## src/hdl/csq_pkg.sv

```systemverilog
// Constants and types shared by the core regulator soft-start sequencer.
// Assumes one 250 MHz clock; faults arrive as comparator levels, output sense as a 9-bit value.
package csq_pkg;

   // ==========================================================
   // Clock and fixed delays
   localparam int unsigned CLK_PERIOD_NS    = 4;
   localparam int unsigned INIT_DELAY_NS    = 1360000;  // Fixed first delay
   localparam int unsigned BOOT_HOLD_NS     = 85000;    // Fixed boot-level hold
   localparam int unsigned CODE_VALID_NS    = 500;      // Least code stability
   localparam int unsigned READY_DELAY_NS   = 85000;    // Ready release delay
   // Least times round up to whole cycles
   localparam int unsigned INIT_DELAY_CYC   = (INIT_DELAY_NS + CLK_PERIOD_NS - 1) / CLK_PERIOD_NS;
   localparam int unsigned BOOT_HOLD_CYC    = (BOOT_HOLD_NS + CLK_PERIOD_NS - 1) / CLK_PERIOD_NS;
   localparam int unsigned CODE_VALID_CYC   = (CODE_VALID_NS + CLK_PERIOD_NS - 1) / CLK_PERIOD_NS;
   localparam int unsigned READY_DELAY_CYC  = (READY_DELAY_NS + CLK_PERIOD_NS - 1) / CLK_PERIOD_NS;

   // ==========================================================
   // Reference ramp
   localparam int unsigned DAC_STEP_UV      = 6250;     // 6.25 mV per step
   localparam int unsigned BOOT_UV          = 1100000;  // 1.1 V boot level
   localparam logic [8:0]  BOOT_STEPS       = 9'(BOOT_UV / DAC_STEP_UV);
   // Step period in us is R(kohm)/25, so cycles per kohm = 1000/25/period
   localparam int unsigned RATE_DIVISOR     = 25;
   localparam int unsigned STEP_CYC_PER_K   = 1000 / RATE_DIVISOR / CLK_PERIOD_NS;
   // Code to steps: steps = CODE_TOP_STEPS - code for codes 02h..FDh
   localparam logic [8:0]  CODE_TOP_STEPS   = 9'h104;
   localparam logic [7:0]  OFF_CODE_A       = 8'h00;
   localparam logic [7:0]  OFF_CODE_B       = 8'h01;
   localparam logic [7:0]  OFF_CODE_C       = 8'hFE;
   localparam logic [7:0]  OFF_CODE_D       = 8'hFF;

   // ==========================================================
   // Protection
   localparam logic [12:0] HICCUP_SW_CYCLES = 13'h1000;  // 4096 switching periods
   localparam logic [3:0]  UV_LOW_TENTHS    = 4'h5;      // Trip below 50 %
   localparam logic [3:0]  UV_HIGH_TENTHS   = 4'h6;      // Recover at 60 %

   // ==========================================================
   // Types
   typedef enum logic [3:0] {
      S_SHUT    = 4'h0,
      S_DLY1    = 4'h1,
      S_RAMP1   = 4'h2,
      S_HOLD    = 4'h3,
      S_RAMP2   = 4'h4,
      S_RDYDLY  = 4'h5,
      S_RUN     = 4'h6,
      S_OCWAIT  = 4'h7,
      S_LATCHED = 4'h8
   } csq_state_t;

   // Comparator levels from the analog front end
   typedef struct packed {
      logic ov_trip;      // Output above overvoltage trip
      logic ocp_clamp;    // Average current monitor at its clamp level
   } csq_fault_t;

endpackage

```

## src/hdl/csq_step_timer.sv

```systemverilog
// Soft-start oscillator: one-cycle step pulse every R(kohm) * 10 clocks.
// Assumes the rate resistor value is static while a ramp runs.
`timescale 1ns/10ps
`default_nettype none
module csq_step_timer (
   input  wire logic       clk_i,
   input  wire logic       rst_i,
   input  wire logic       run_i,
   input  wire logic [9:0] rate_kohm_i,
   output logic            step_o
);
   logic [13:0] cnt_q;
   logic [13:0] limit;

   // ==========================================================
   // Period from the rate resistor; zero ohms steps every cycle
   assign limit = (rate_kohm_i == 10'h000) ? 14'h0000 :
                  14'(rate_kohm_i * csq_pkg::STEP_CYC_PER_K - 1);

   // Free count restarts whenever the ramp is idle, so a ramp's first step
   // is a full period after its start
   always_ff @(posedge clk_i) begin
      if (rst_i || !run_i || cnt_q >= limit) begin
         cnt_q <= 14'h0000;
      end else begin
         cnt_q <= cnt_q + 14'h0001;
      end
   end

   always_ff @(posedge clk_i) begin
      if (rst_i) begin
         step_o <= 1'b0;
      end else begin
         step_o <= run_i && (cnt_q >= limit);
      end
   end
endmodule
`default_nettype wire

```

## src/hdl/csq_sequencer.sv

```systemverilog
// Core regulator soft-start sequencer: shutdown gate, two-ramp soft-start,
// ready output and fault handling. Comparators and pins arrive synchronous.
`timescale 1ns/10ps
`default_nettype none
module csq_sequencer #(
   parameter int unsigned INIT_DELAY_CYC  = csq_pkg::INIT_DELAY_CYC,
   parameter int unsigned BOOT_HOLD_CYC   = csq_pkg::BOOT_HOLD_CYC,
   parameter int unsigned READY_DELAY_CYC = csq_pkg::READY_DELAY_CYC
) (
   input  wire logic               MCLK_I,
   input  wire logic               RST_I,
   input  wire logic               BIAS_POR_OK_I,
   input  wire logic               POWER_RAIL_ENABLE_I,
   input  wire logic               TERMINATION_RAIL_ENABLE_I,
   input  wire logic [7:0]         VOLTAGE_CODE_I,
   input  wire logic signed [7:0]  OFFSET_PROGRAM_PIN_I,
   input  wire logic [9:0]         RATE_RES_KOHM_I,
   input  wire logic [11:0]        SW_PERIOD_CYC_I,
   input  wire logic [8:0]         OUTPUT_SENSE_I,
   input  wire csq_pkg::csq_fault_t FAULT_I,
   input  wire logic               LIGHT_LOAD_REQUEST_N_I,
   input  wire logic [5:0]         PHASE_MOD_I,
   output logic [5:0]              PHASE_PWM_O,
   output logic [5:0]              PHASE_PWM_OE_O,
   output logic [8:0]              REF_DAC_O,
   output logic                    REGULATOR_READY_OUT_O,
   output logic                    REGULATOR_READY_OUT_OE_O,
   output logic                    LIGHT_LOAD_MODE_O,
   output logic [3:0]              STATE_O
);
   csq_pkg::csq_state_t st_q;
   csq_pkg::csq_state_t st_d;
   logic [19:0]         cnt_q;
   logic [7:0]          code_hist_q;
   logic [7:0]          stab_q;
   logic [8:0]          ref_q;
   logic [8:0]          target_q;
   logic [8:0]          code_steps;
   logic [9:0]          target_calc;
   logic [11:0]         sw_cnt_q;
   logic [12:0]         hiccup_q;
   logic                ov_lat_q;
   logic                uv_q;
   logic                en_ok;
   logic                active;
   logic                ramping;
   logic                step;
   logic                code_off;
   logic                code_ready;
   logic                rdy_d;
   logic [12:0]         sense_x10;
   logic [12:0]         tgt_lo;
   logic [12:0]         tgt_hi;

   // ==========================================================
   // Enable conditions and decoded values
   assign en_ok      = BIAS_POR_OK_I && POWER_RAIL_ENABLE_I && TERMINATION_RAIL_ENABLE_I;
   assign active     = (st_q == csq_pkg::S_RAMP1) || (st_q == csq_pkg::S_HOLD) ||
                       (st_q == csq_pkg::S_RAMP2) || (st_q == csq_pkg::S_RDYDLY) ||
                       (st_q == csq_pkg::S_RUN);
   assign ramping    = (st_q == csq_pkg::S_RAMP1) || (st_q == csq_pkg::S_RAMP2);
   assign code_off   = (VOLTAGE_CODE_I == csq_pkg::OFF_CODE_A) || (VOLTAGE_CODE_I == csq_pkg::OFF_CODE_B) ||
                       (VOLTAGE_CODE_I == csq_pkg::OFF_CODE_C) || (VOLTAGE_CODE_I == csq_pkg::OFF_CODE_D);
   assign code_steps = csq_pkg::CODE_TOP_STEPS - {1'b0, VOLTAGE_CODE_I};
   // Offset subtracts from the code's steps; clamp at zero rather than wrap
   assign target_calc = 10'({1'b0, code_steps} - 10'(signed'(OFFSET_PROGRAM_PIN_I)));
   assign code_ready  = (stab_q >= 8'(csq_pkg::CODE_VALID_CYC));

   // ==========================================================
   // Soft-start oscillator; its period follows the rate resistor
   csq_step_timer u_step (
      .clk_i       (MCLK_I),
      .rst_i       (RST_I),
      .run_i       (ramping),
      .rate_kohm_i (RATE_RES_KOHM_I),
      .step_o      (step)
   );

   // ==========================================================
   // Sequencer next state; loss of any enable wins over everything
   always_comb begin
      st_d = st_q;
      case (st_q)
         csq_pkg::S_SHUT: begin
            if (en_ok && !ov_lat_q) begin
               st_d = csq_pkg::S_DLY1;
            end
         end
         csq_pkg::S_DLY1: begin
            if (cnt_q >= 20'(INIT_DELAY_CYC - 1)) begin
               st_d = csq_pkg::S_RAMP1;
            end
         end
         csq_pkg::S_RAMP1: begin
            if (step && ref_q >= csq_pkg::BOOT_STEPS - 9'h001) begin
               st_d = csq_pkg::S_HOLD;
            end
         end
         csq_pkg::S_HOLD: begin
            if (cnt_q >= 20'(BOOT_HOLD_CYC - 1) && code_ready) begin
               st_d = code_off ? csq_pkg::S_LATCHED : csq_pkg::S_RAMP2;
            end
         end
         csq_pkg::S_RAMP2: begin
            if (ref_q == target_q) begin
               st_d = csq_pkg::S_RDYDLY;
            end
         end
         csq_pkg::S_RDYDLY: begin
            if (cnt_q >= 20'(READY_DELAY_CYC - 1)) begin
               st_d = csq_pkg::S_RUN;
            end
         end
         csq_pkg::S_RUN: begin
            st_d = csq_pkg::S_RUN;
         end
         csq_pkg::S_OCWAIT: begin
            if (hiccup_q >= csq_pkg::HICCUP_SW_CYCLES) begin
               st_d = csq_pkg::S_DLY1;
            end
         end
         csq_pkg::S_LATCHED: begin
            st_d = csq_pkg::S_LATCHED;
         end
         default: begin
            st_d = csq_pkg::S_SHUT;
         end
      endcase
      if (active && FAULT_I.ocp_clamp) begin
         st_d = csq_pkg::S_OCWAIT;
      end
      if (ov_lat_q || (BIAS_POR_OK_I && FAULT_I.ov_trip)) begin
         st_d = en_ok ? csq_pkg::S_LATCHED : csq_pkg::S_SHUT;
      end
      if (!en_ok) begin
         st_d = csq_pkg::S_SHUT;
      end
   end

   // State register
   always_ff @(posedge MCLK_I) begin
      if (RST_I) begin
         st_q <= csq_pkg::S_SHUT;
      end else begin
         st_q <= st_d;
      end
   end

   // Shared delay counter, cleared on every state change
   always_ff @(posedge MCLK_I) begin
      if (RST_I || st_d != st_q) begin
         cnt_q <= 20'h00000;
      end else if (cnt_q != 20'hFFFFF) begin
         cnt_q <= cnt_q + 20'h00001;
      end
   end

   // Code must hold still for the validation time before it is taken
   always_ff @(posedge MCLK_I) begin
      if (RST_I) begin
         code_hist_q <= 8'h00;
         stab_q      <= 8'h00;
      end else begin
         code_hist_q <= VOLTAGE_CODE_I;
         if (VOLTAGE_CODE_I != code_hist_q) begin
            stab_q <= 8'h00;
         end else if (!code_ready) begin
            stab_q <= stab_q + 8'h01;
         end
      end
   end

   // ==========================================================
   // Reference ramp: one step per oscillator pulse, both ramps
   always_ff @(posedge MCLK_I) begin
      if (RST_I || st_q == csq_pkg::S_SHUT || st_q == csq_pkg::S_DLY1 ||
          st_q == csq_pkg::S_OCWAIT || st_q == csq_pkg::S_LATCHED) begin
         ref_q <= 9'h000;
      end else if (step && st_q == csq_pkg::S_RAMP1 && ref_q < csq_pkg::BOOT_STEPS) begin
         ref_q <= ref_q + 9'h001;
      end else if (step && st_q == csq_pkg::S_RAMP2 && ref_q < target_q) begin
         ref_q <= ref_q + 9'h001;
      end else if (step && st_q == csq_pkg::S_RAMP2 && ref_q > target_q) begin
         ref_q <= ref_q - 9'h001;
      end
   end

   // Target sampled once, at the end of the hold
   always_ff @(posedge MCLK_I) begin
      if (RST_I) begin
         target_q <= 9'h000;
      end else if (st_q == csq_pkg::S_HOLD && st_d == csq_pkg::S_RAMP2) begin
         target_q <= target_calc[9] ? 9'h000 : target_calc[8:0];
      end
   end

   // ==========================================================
   // Hiccup wait: counts programmed switching periods
   always_ff @(posedge MCLK_I) begin
      if (RST_I || st_q != csq_pkg::S_OCWAIT) begin
         sw_cnt_q <= 12'h000;
         hiccup_q <= 13'h0000;
      end else if (sw_cnt_q >= SW_PERIOD_CYC_I - 12'h001) begin
         sw_cnt_q <= 12'h000;
         hiccup_q <= hiccup_q + 13'h0001;
      end else begin
         sw_cnt_q <= sw_cnt_q + 12'h001;
      end
   end

   // Overvoltage latch; only dropping bias or an enable clears it,
   // a changed code alone does not
   always_ff @(posedge MCLK_I) begin
      if (RST_I) begin
         ov_lat_q <= 1'b0;
      end else if (BIAS_POR_OK_I && FAULT_I.ov_trip) begin
         ov_lat_q <= 1'b1;
      end else if (!en_ok) begin
         ov_lat_q <= 1'b0;
      end
   end

   // ==========================================================
   // Undervoltage with hysteresis, in tenths of the requested level
   assign sense_x10 = 13'(OUTPUT_SENSE_I) * 13'h000A;
   assign tgt_lo    = 13'(target_q) * 13'(csq_pkg::UV_LOW_TENTHS);
   assign tgt_hi    = 13'(target_q) * 13'(csq_pkg::UV_HIGH_TENTHS);

   always_ff @(posedge MCLK_I) begin
      if (RST_I || st_q != csq_pkg::S_RUN) begin
         uv_q <= 1'b0;
      end else if (sense_x10 < tgt_lo) begin
         uv_q <= 1'b1;
      end else if (sense_x10 >= tgt_hi) begin
         uv_q <= 1'b0;
      end
   end

   // ==========================================================
   // Ready pin: open drain, driven low unless running and fault free
   assign rdy_d = (st_q == csq_pkg::S_RUN) && !uv_q && !ov_lat_q &&
                  !FAULT_I.ocp_clamp && en_ok;

   always_ff @(posedge MCLK_I) begin
      if (RST_I) begin
         REGULATOR_READY_OUT_O    <= 1'b0;
         REGULATOR_READY_OUT_OE_O <= 1'b1;
      end else begin
         REGULATOR_READY_OUT_O    <= 1'b0;
         REGULATOR_READY_OUT_OE_O <= !rdy_d;
      end
   end

   // Light load only honoured once ready is released
   always_ff @(posedge MCLK_I) begin
      if (RST_I) begin
         LIGHT_LOAD_MODE_O <= 1'b0;
      end else begin
         LIGHT_LOAD_MODE_O <= rdy_d && !LIGHT_LOAD_REQUEST_N_I;
      end
   end

   // ==========================================================
   // Phase outputs: an overvoltage pulls them low, idle states float them
   // so the drivers keep both switches off
   always_ff @(posedge MCLK_I) begin
      if (RST_I) begin
         PHASE_PWM_O    <= 6'h00;
         PHASE_PWM_OE_O <= 6'h00;
      end else if (BIAS_POR_OK_I && FAULT_I.ov_trip) begin
         PHASE_PWM_O    <= 6'h00;
         PHASE_PWM_OE_O <= 6'h3F;
      end else if (active && !ov_lat_q && !(FAULT_I.ocp_clamp)) begin
         PHASE_PWM_O    <= PHASE_MOD_I;
         PHASE_PWM_OE_O <= 6'h3F;
      end else begin
         PHASE_PWM_O    <= 6'h00;
         PHASE_PWM_OE_O <= 6'h00;
      end
   end

   // Reference and state visibility
   always_ff @(posedge MCLK_I) begin
      if (RST_I) begin
         REF_DAC_O <= 9'h000;
         STATE_O   <= 4'h0;
      end else begin
         REF_DAC_O <= ref_q;
         STATE_O   <= st_q;
      end
   end

   // ==========================================================
   // Checks
   shut_float_a: assert property (@(posedge MCLK_I) disable iff (RST_I)
      (st_q == csq_pkg::S_SHUT && !FAULT_I.ov_trip) |=> (PHASE_PWM_OE_O == 6'h00))
      else $error("phase outputs driven in shutdown");
   bias_gate_a: assert property (@(posedge MCLK_I) disable iff (RST_I)
      !BIAS_POR_OK_I |=> st_q == csq_pkg::S_SHUT)
      else $error("left shutdown without bias reset");
   enable_gate_a: assert property (@(posedge MCLK_I) disable iff (RST_I)
      (!POWER_RAIL_ENABLE_I || !TERMINATION_RAIL_ENABLE_I) |=> st_q == csq_pkg::S_SHUT)
      else $error("left shutdown without both enables");
   ramp_step_a: assert property (@(posedge MCLK_I) disable iff (RST_I)
      (ramping && !step && st_d == st_q) |=> $stable(ref_q))
      else $error("reference moved without oscillator step");
   boot_hold_a: assert property (@(posedge MCLK_I) disable iff (RST_I)
      (st_q == csq_pkg::S_HOLD) |-> (ref_q == csq_pkg::BOOT_STEPS))
      else $error("hold not at boot level");
   light_load_a: assert property (@(posedge MCLK_I) disable iff (RST_I)
      REGULATOR_READY_OUT_OE_O |-> !LIGHT_LOAD_MODE_O)
      else $error("light load honoured before ready");
   ready_low_a: assert property (@(posedge MCLK_I) disable iff (RST_I)
      (st_q != csq_pkg::S_RUN) |=> REGULATOR_READY_OUT_OE_O)
      else $error("ready released outside run");
   ocp_float_a: assert property (@(posedge MCLK_I) disable iff (RST_I)
      (active && FAULT_I.ocp_clamp && en_ok && !ov_lat_q && !FAULT_I.ov_trip)
      |=> (st_q == csq_pkg::S_OCWAIT) && (PHASE_PWM_OE_O == 6'h00))
      else $error("overcurrent did not float outputs");
   ov_hold_a: assert property (@(posedge MCLK_I) disable iff (RST_I)
      (ov_lat_q && en_ok) |=> ov_lat_q && (st_q != csq_pkg::S_RUN))
      else $error("overvoltage latch released while enabled");
   off_code_a: assert property (@(posedge MCLK_I) disable iff (RST_I)
      (st_q == csq_pkg::S_LATCHED && en_ok) |=> st_q == csq_pkg::S_LATCHED)
      else $error("off code latch left while enabled");
endmodule
`default_nettype wire

```

## config.mk

```make
export PLATFORM = sky130hd
export DESIGN_NAME = csq_sequencer
export DESIGN_NICKNAME = d
export VERILOG_FILES = /design/src/hdl/csq_pkg.sv /design/src/hdl/csq_step_timer.sv /design/src/hdl/csq_sequencer.sv
export SDC_FILE = /design/constraint.sdc
export NUM_CORES = 1
export LEC_CHECK = 0
export BUFFER_PORTS_ARGS = -buffer_cell sky130_fd_sc_hd__buf_4
export CAP_MARGIN = 5
export CORE_MARGIN = 2
export CORE_UTILIZATION = 45
export DETAILED_ROUTE_END_ITERATION = 8
export PLACE_DENSITY = 0.6
export REMOVE_ABC_BUFFERS = 1
export SETUP_SLACK_MARGIN = 0.1
export SKIP_CTS_REPAIR_TIMING = 1
export SLEW_MARGIN = 20
export SYNTH_ARGS = -nofsm -noshare
export SYNTH_HDL_FRONTEND = slang
export SYNTH_SLANG_ARGS = --single-unit
```

## constraint.sdc

```tcl
create_clock -name MCLK_I -period 11.28 [get_ports MCLK_I]
set_input_delay 2.256 -clock MCLK_I [delete_from_list [all_inputs] [get_ports MCLK_I]]
set_output_delay 2.256 -clock MCLK_I [all_outputs]
set_load 0.03 [all_outputs]
```

==> impl_metrics.yaml <==
setup_path:
  critical_path_peak_fanout: 13
  r2r-start: "target_q[0]$_SDFFE_PP0P_"
  cp_data_required_time_ps: 11540
  crit_path_frequent_cell: "ha_1"
  rrSetupSlack_ps: 7910
  critical_path_class: "in -> reg"
  crit_family: "simple AND/OR/NAND/NOR gates"
  worst_path_largest_cell_delay_ps: 680
  path_cells: "buf_4, ha_1, ha_1, inv_1, fa_1, xor2_1, nand3_1, nor4_1, and3_1, nor3b_1, mux2_2, ha_1, nand4_1, a21oi_1, inv_1, o21ai_1, nor2_1"
  crit_buf_inv: 3
  worstSetupStartpoint: "RATE_RES_KOHM_I[1]"
  end_kind: "flip-flop"
  crit_arrival_ps: 6560
  slowest_stage: "o21ai_1"
  cp-start-kind: "input pin"
global_route:
  antenna_found_initial: 0
  grt_pass1_wl_mm: 35.22
  grt_pass1_vias: 7641
  grt_start_max_net_pins: 44
  grt.overflow.total: 0
  grt_use_total_pct: 18.88
sta:
  period_minus_slack_ps: 6298
  finalHoldViolations: 0
  rsz0062_at_grt: "no"
  min_period_over_period_pct: 55.83
  final.setup.worst_slack_ps: 4982
  fmax_mhz: 158.8
  relSlewSlack_pct: 40.95
  fin_setup_tns_ps: 0
  setup_viol: 0
  fin_skew_ps: 12.79
  slew_violations: 0
  worst_pin_slew_ps: 879.8
placement:
  gp_congestion: 0.8340
  portBuffers: 87
  place_hpwl_mm: 15.81
  dpl_worst_slack_ps: 4620
flow_run:
  cap_violations: 0
power:
  p_per_area_nw_per_um2: 107.4
  finalPower_mw: 1.189
  ir_drop_mv: 0.07056
  power.leakage_nw: 4.477
layout:
  syn2layout_area_growth_pct: 14.70
  diodes: 0
  final_nets: 1425
  final_util_pct: 52.65
  final_common_cell: "ha_1"
  final_cell_mix: "ha_1 (138), dfxtp_1 (122), nor2_1 (122)"
  fillers: 2042
  drive_gt1_share_pct: 12.90
synthesis:
  async_flop_share_pct: 0
  synth_ff_type: "dfxtp_1"
  synth_top_area_cell: "dfxtp_1"
  syn-cell-area_um2: 9649
  synth_edf_count: 0
  syn_inst: 1153
  ys_ff_latch: 122
  ys_warn_count: 0
  synthDistinctLibCells: 75
  yosysSeqAreaShare_pct: 25.31
  synthTopCellsByArea: "dfxtp_1 (25%), ha_1 (18%), xnor2_1 (6.1%)"
  synth.avg_cell_area_um2: 8.369
  synth_top_area_share_pct: 25.31
cts:
  clk_path_buf_depth: 2
  h-tree-depth: 4
  cts.sinks: 122
  clk_latency_ps: 420
  cts_root_buf: "clkbuf_16"
  cts_buffers: 17
  clk_pin_slew_ps: 50
  cts_tree: "built"
route:
  vias: 8090
  dr.first_iter.drc_count: 319
  dr.pass1.iters: 5
  drt_wl_total_mm: 20.75
  postRouteAntennaNets: 0
  via_per_inst: 5.365
  drc: 0
  wl_per_cell_um: 13.76
die:
  dieArea_um2: 22630
  die_y_um: 150.4
  die_w_um: 150.4
  start_util_pct: 45.90
  std_cell_rows: 53
  io_pins: 89
  fp.coreArea_um2: 21020
worst_hold_path:
  hp-class: "reg -> reg"
  hp-start: "sw_cnt_q[0]$_SDFF_PP0_"
status:
  outcome: "completed"
[cell usage after synthesis (10+ instances only)]
library cell and n:
nor2_1 122, nand3_1 44, nand3b_1 14, inv_1 77, a211oi_1 14, a21o_1 17
nand2b_1 15, nand4_1 26, ha_1 138, buf_2 10, nor4_1 16, xor2_1 49
dfxtp_1 122, and3_1 14, nand2_1 68, o21a_1 12, nor4_2 18, xnor2_1 67
o21ai_0 34, clkbuf_1 20, nor3_1 26, a21oi_1 65, nor2b_1 24
[final cells by class]
cell class,instances,area (um2),area share (%)
multi-input cells,912,6705,60.58
well taps,275,344.1,3.109
flip-flops and latches,122,2442,22.07
inverters,78,292.8,2.645
repair buffers,90,675.6,6.104
clock inverters,13,168.9,1.526
clock buffers,18,439.2,3.968
[flip-flops by register name, indices dropped and copies added, names as in the netlist, 4 cells and up]
register,count
hiccup_q,13
sw_cnt_q,12
PHASE_PWM_O,6
cnt_q,20
code_hist_q,8
ref_q,9
STATE_O,4
target_q,9
stab_q,8
REF_DAC_O,9
u_step.cnt_q,14
st_q,4
[worst reg2reg max path, delay by kind of cell, from the launching register on]
family                   cells  cell delay (ps)
AO/OA/AOI/OAI                9             1520
adder cells (fa/ha/maj)      4             1010
buffers and inverters        1               60
flip-flops                   1              500
AND/OR/NAND/NOR              2              250
[report_power, final]
| group | total (mW) | leakage [nW] | switching (mW) | internal, mW |
|---|---|---|---|---|
| combinational | 0.191 | 3.21 | 0.104 | 0.0876 |
| clock | 0.561 | 0.285 | 0.207 | 0.353 |
| sequential | 0.437 | 0.985 | 0.00270 | 0.434 |
[path summary, 6_finish.rpt]
kind | end | cells after the start
worst max-delay path | u_step.cnt_q[6]$_SDFF_PP0_ | 17
worst min-delay path | sw_cnt_q[0]$_SDFF_PP0_ | 1
worst max register to register | uv_q$_SDFFE_PP0P_ | 16
worst min register to register | sw_cnt_q[0]$_SDFF_PP0_ | 1
[metal layers]
| metal | GRT usage (%) | up-vias | part of all wire (%) |
|---|---|---|---|
| met3 | 3.212 | 20 | 3.9 |
| li1 | - | 4241 | - |
| met1 | 25.21 | 3708 | 50 |
| met5 | 0 | - | 0 |
| met4 | 5.189 | 0 | 1.0 |
| met2 | 31.41 | 121 | 45 |
[through the flow]
stage | std cells | area [um2] | hold slack [ps]
6_report | 1508 | 11070 | 468.4
5_1_grt | 1508 | 11070 | 506.1
3_5_place_dp | 1477 | 10460 | 453.4
4_1_cts | 1508 | 11070 | 469.9
2_1_floorplan | 1112 | 9434 | 429.7
3_3_place_gp | 1477 | 10460 | 451.0
[cells by family (layout without fill, tap and decap cells)]
kind of cell,after synthesis,after routing,synth area share [%]
other,1,1,0.03886
DFF,122,122,25.31
muxes,4,4,0.4279
AOI/OAI and AO/OA,208,208,14.34
and+or+nand+nor,440,440,25.16
xor gates and xnor gates,116,116,10.53
adders and majority gates,143,143,18.93
buffers and inverters,119,199,5.264
(Power assumes the default switching activity.)
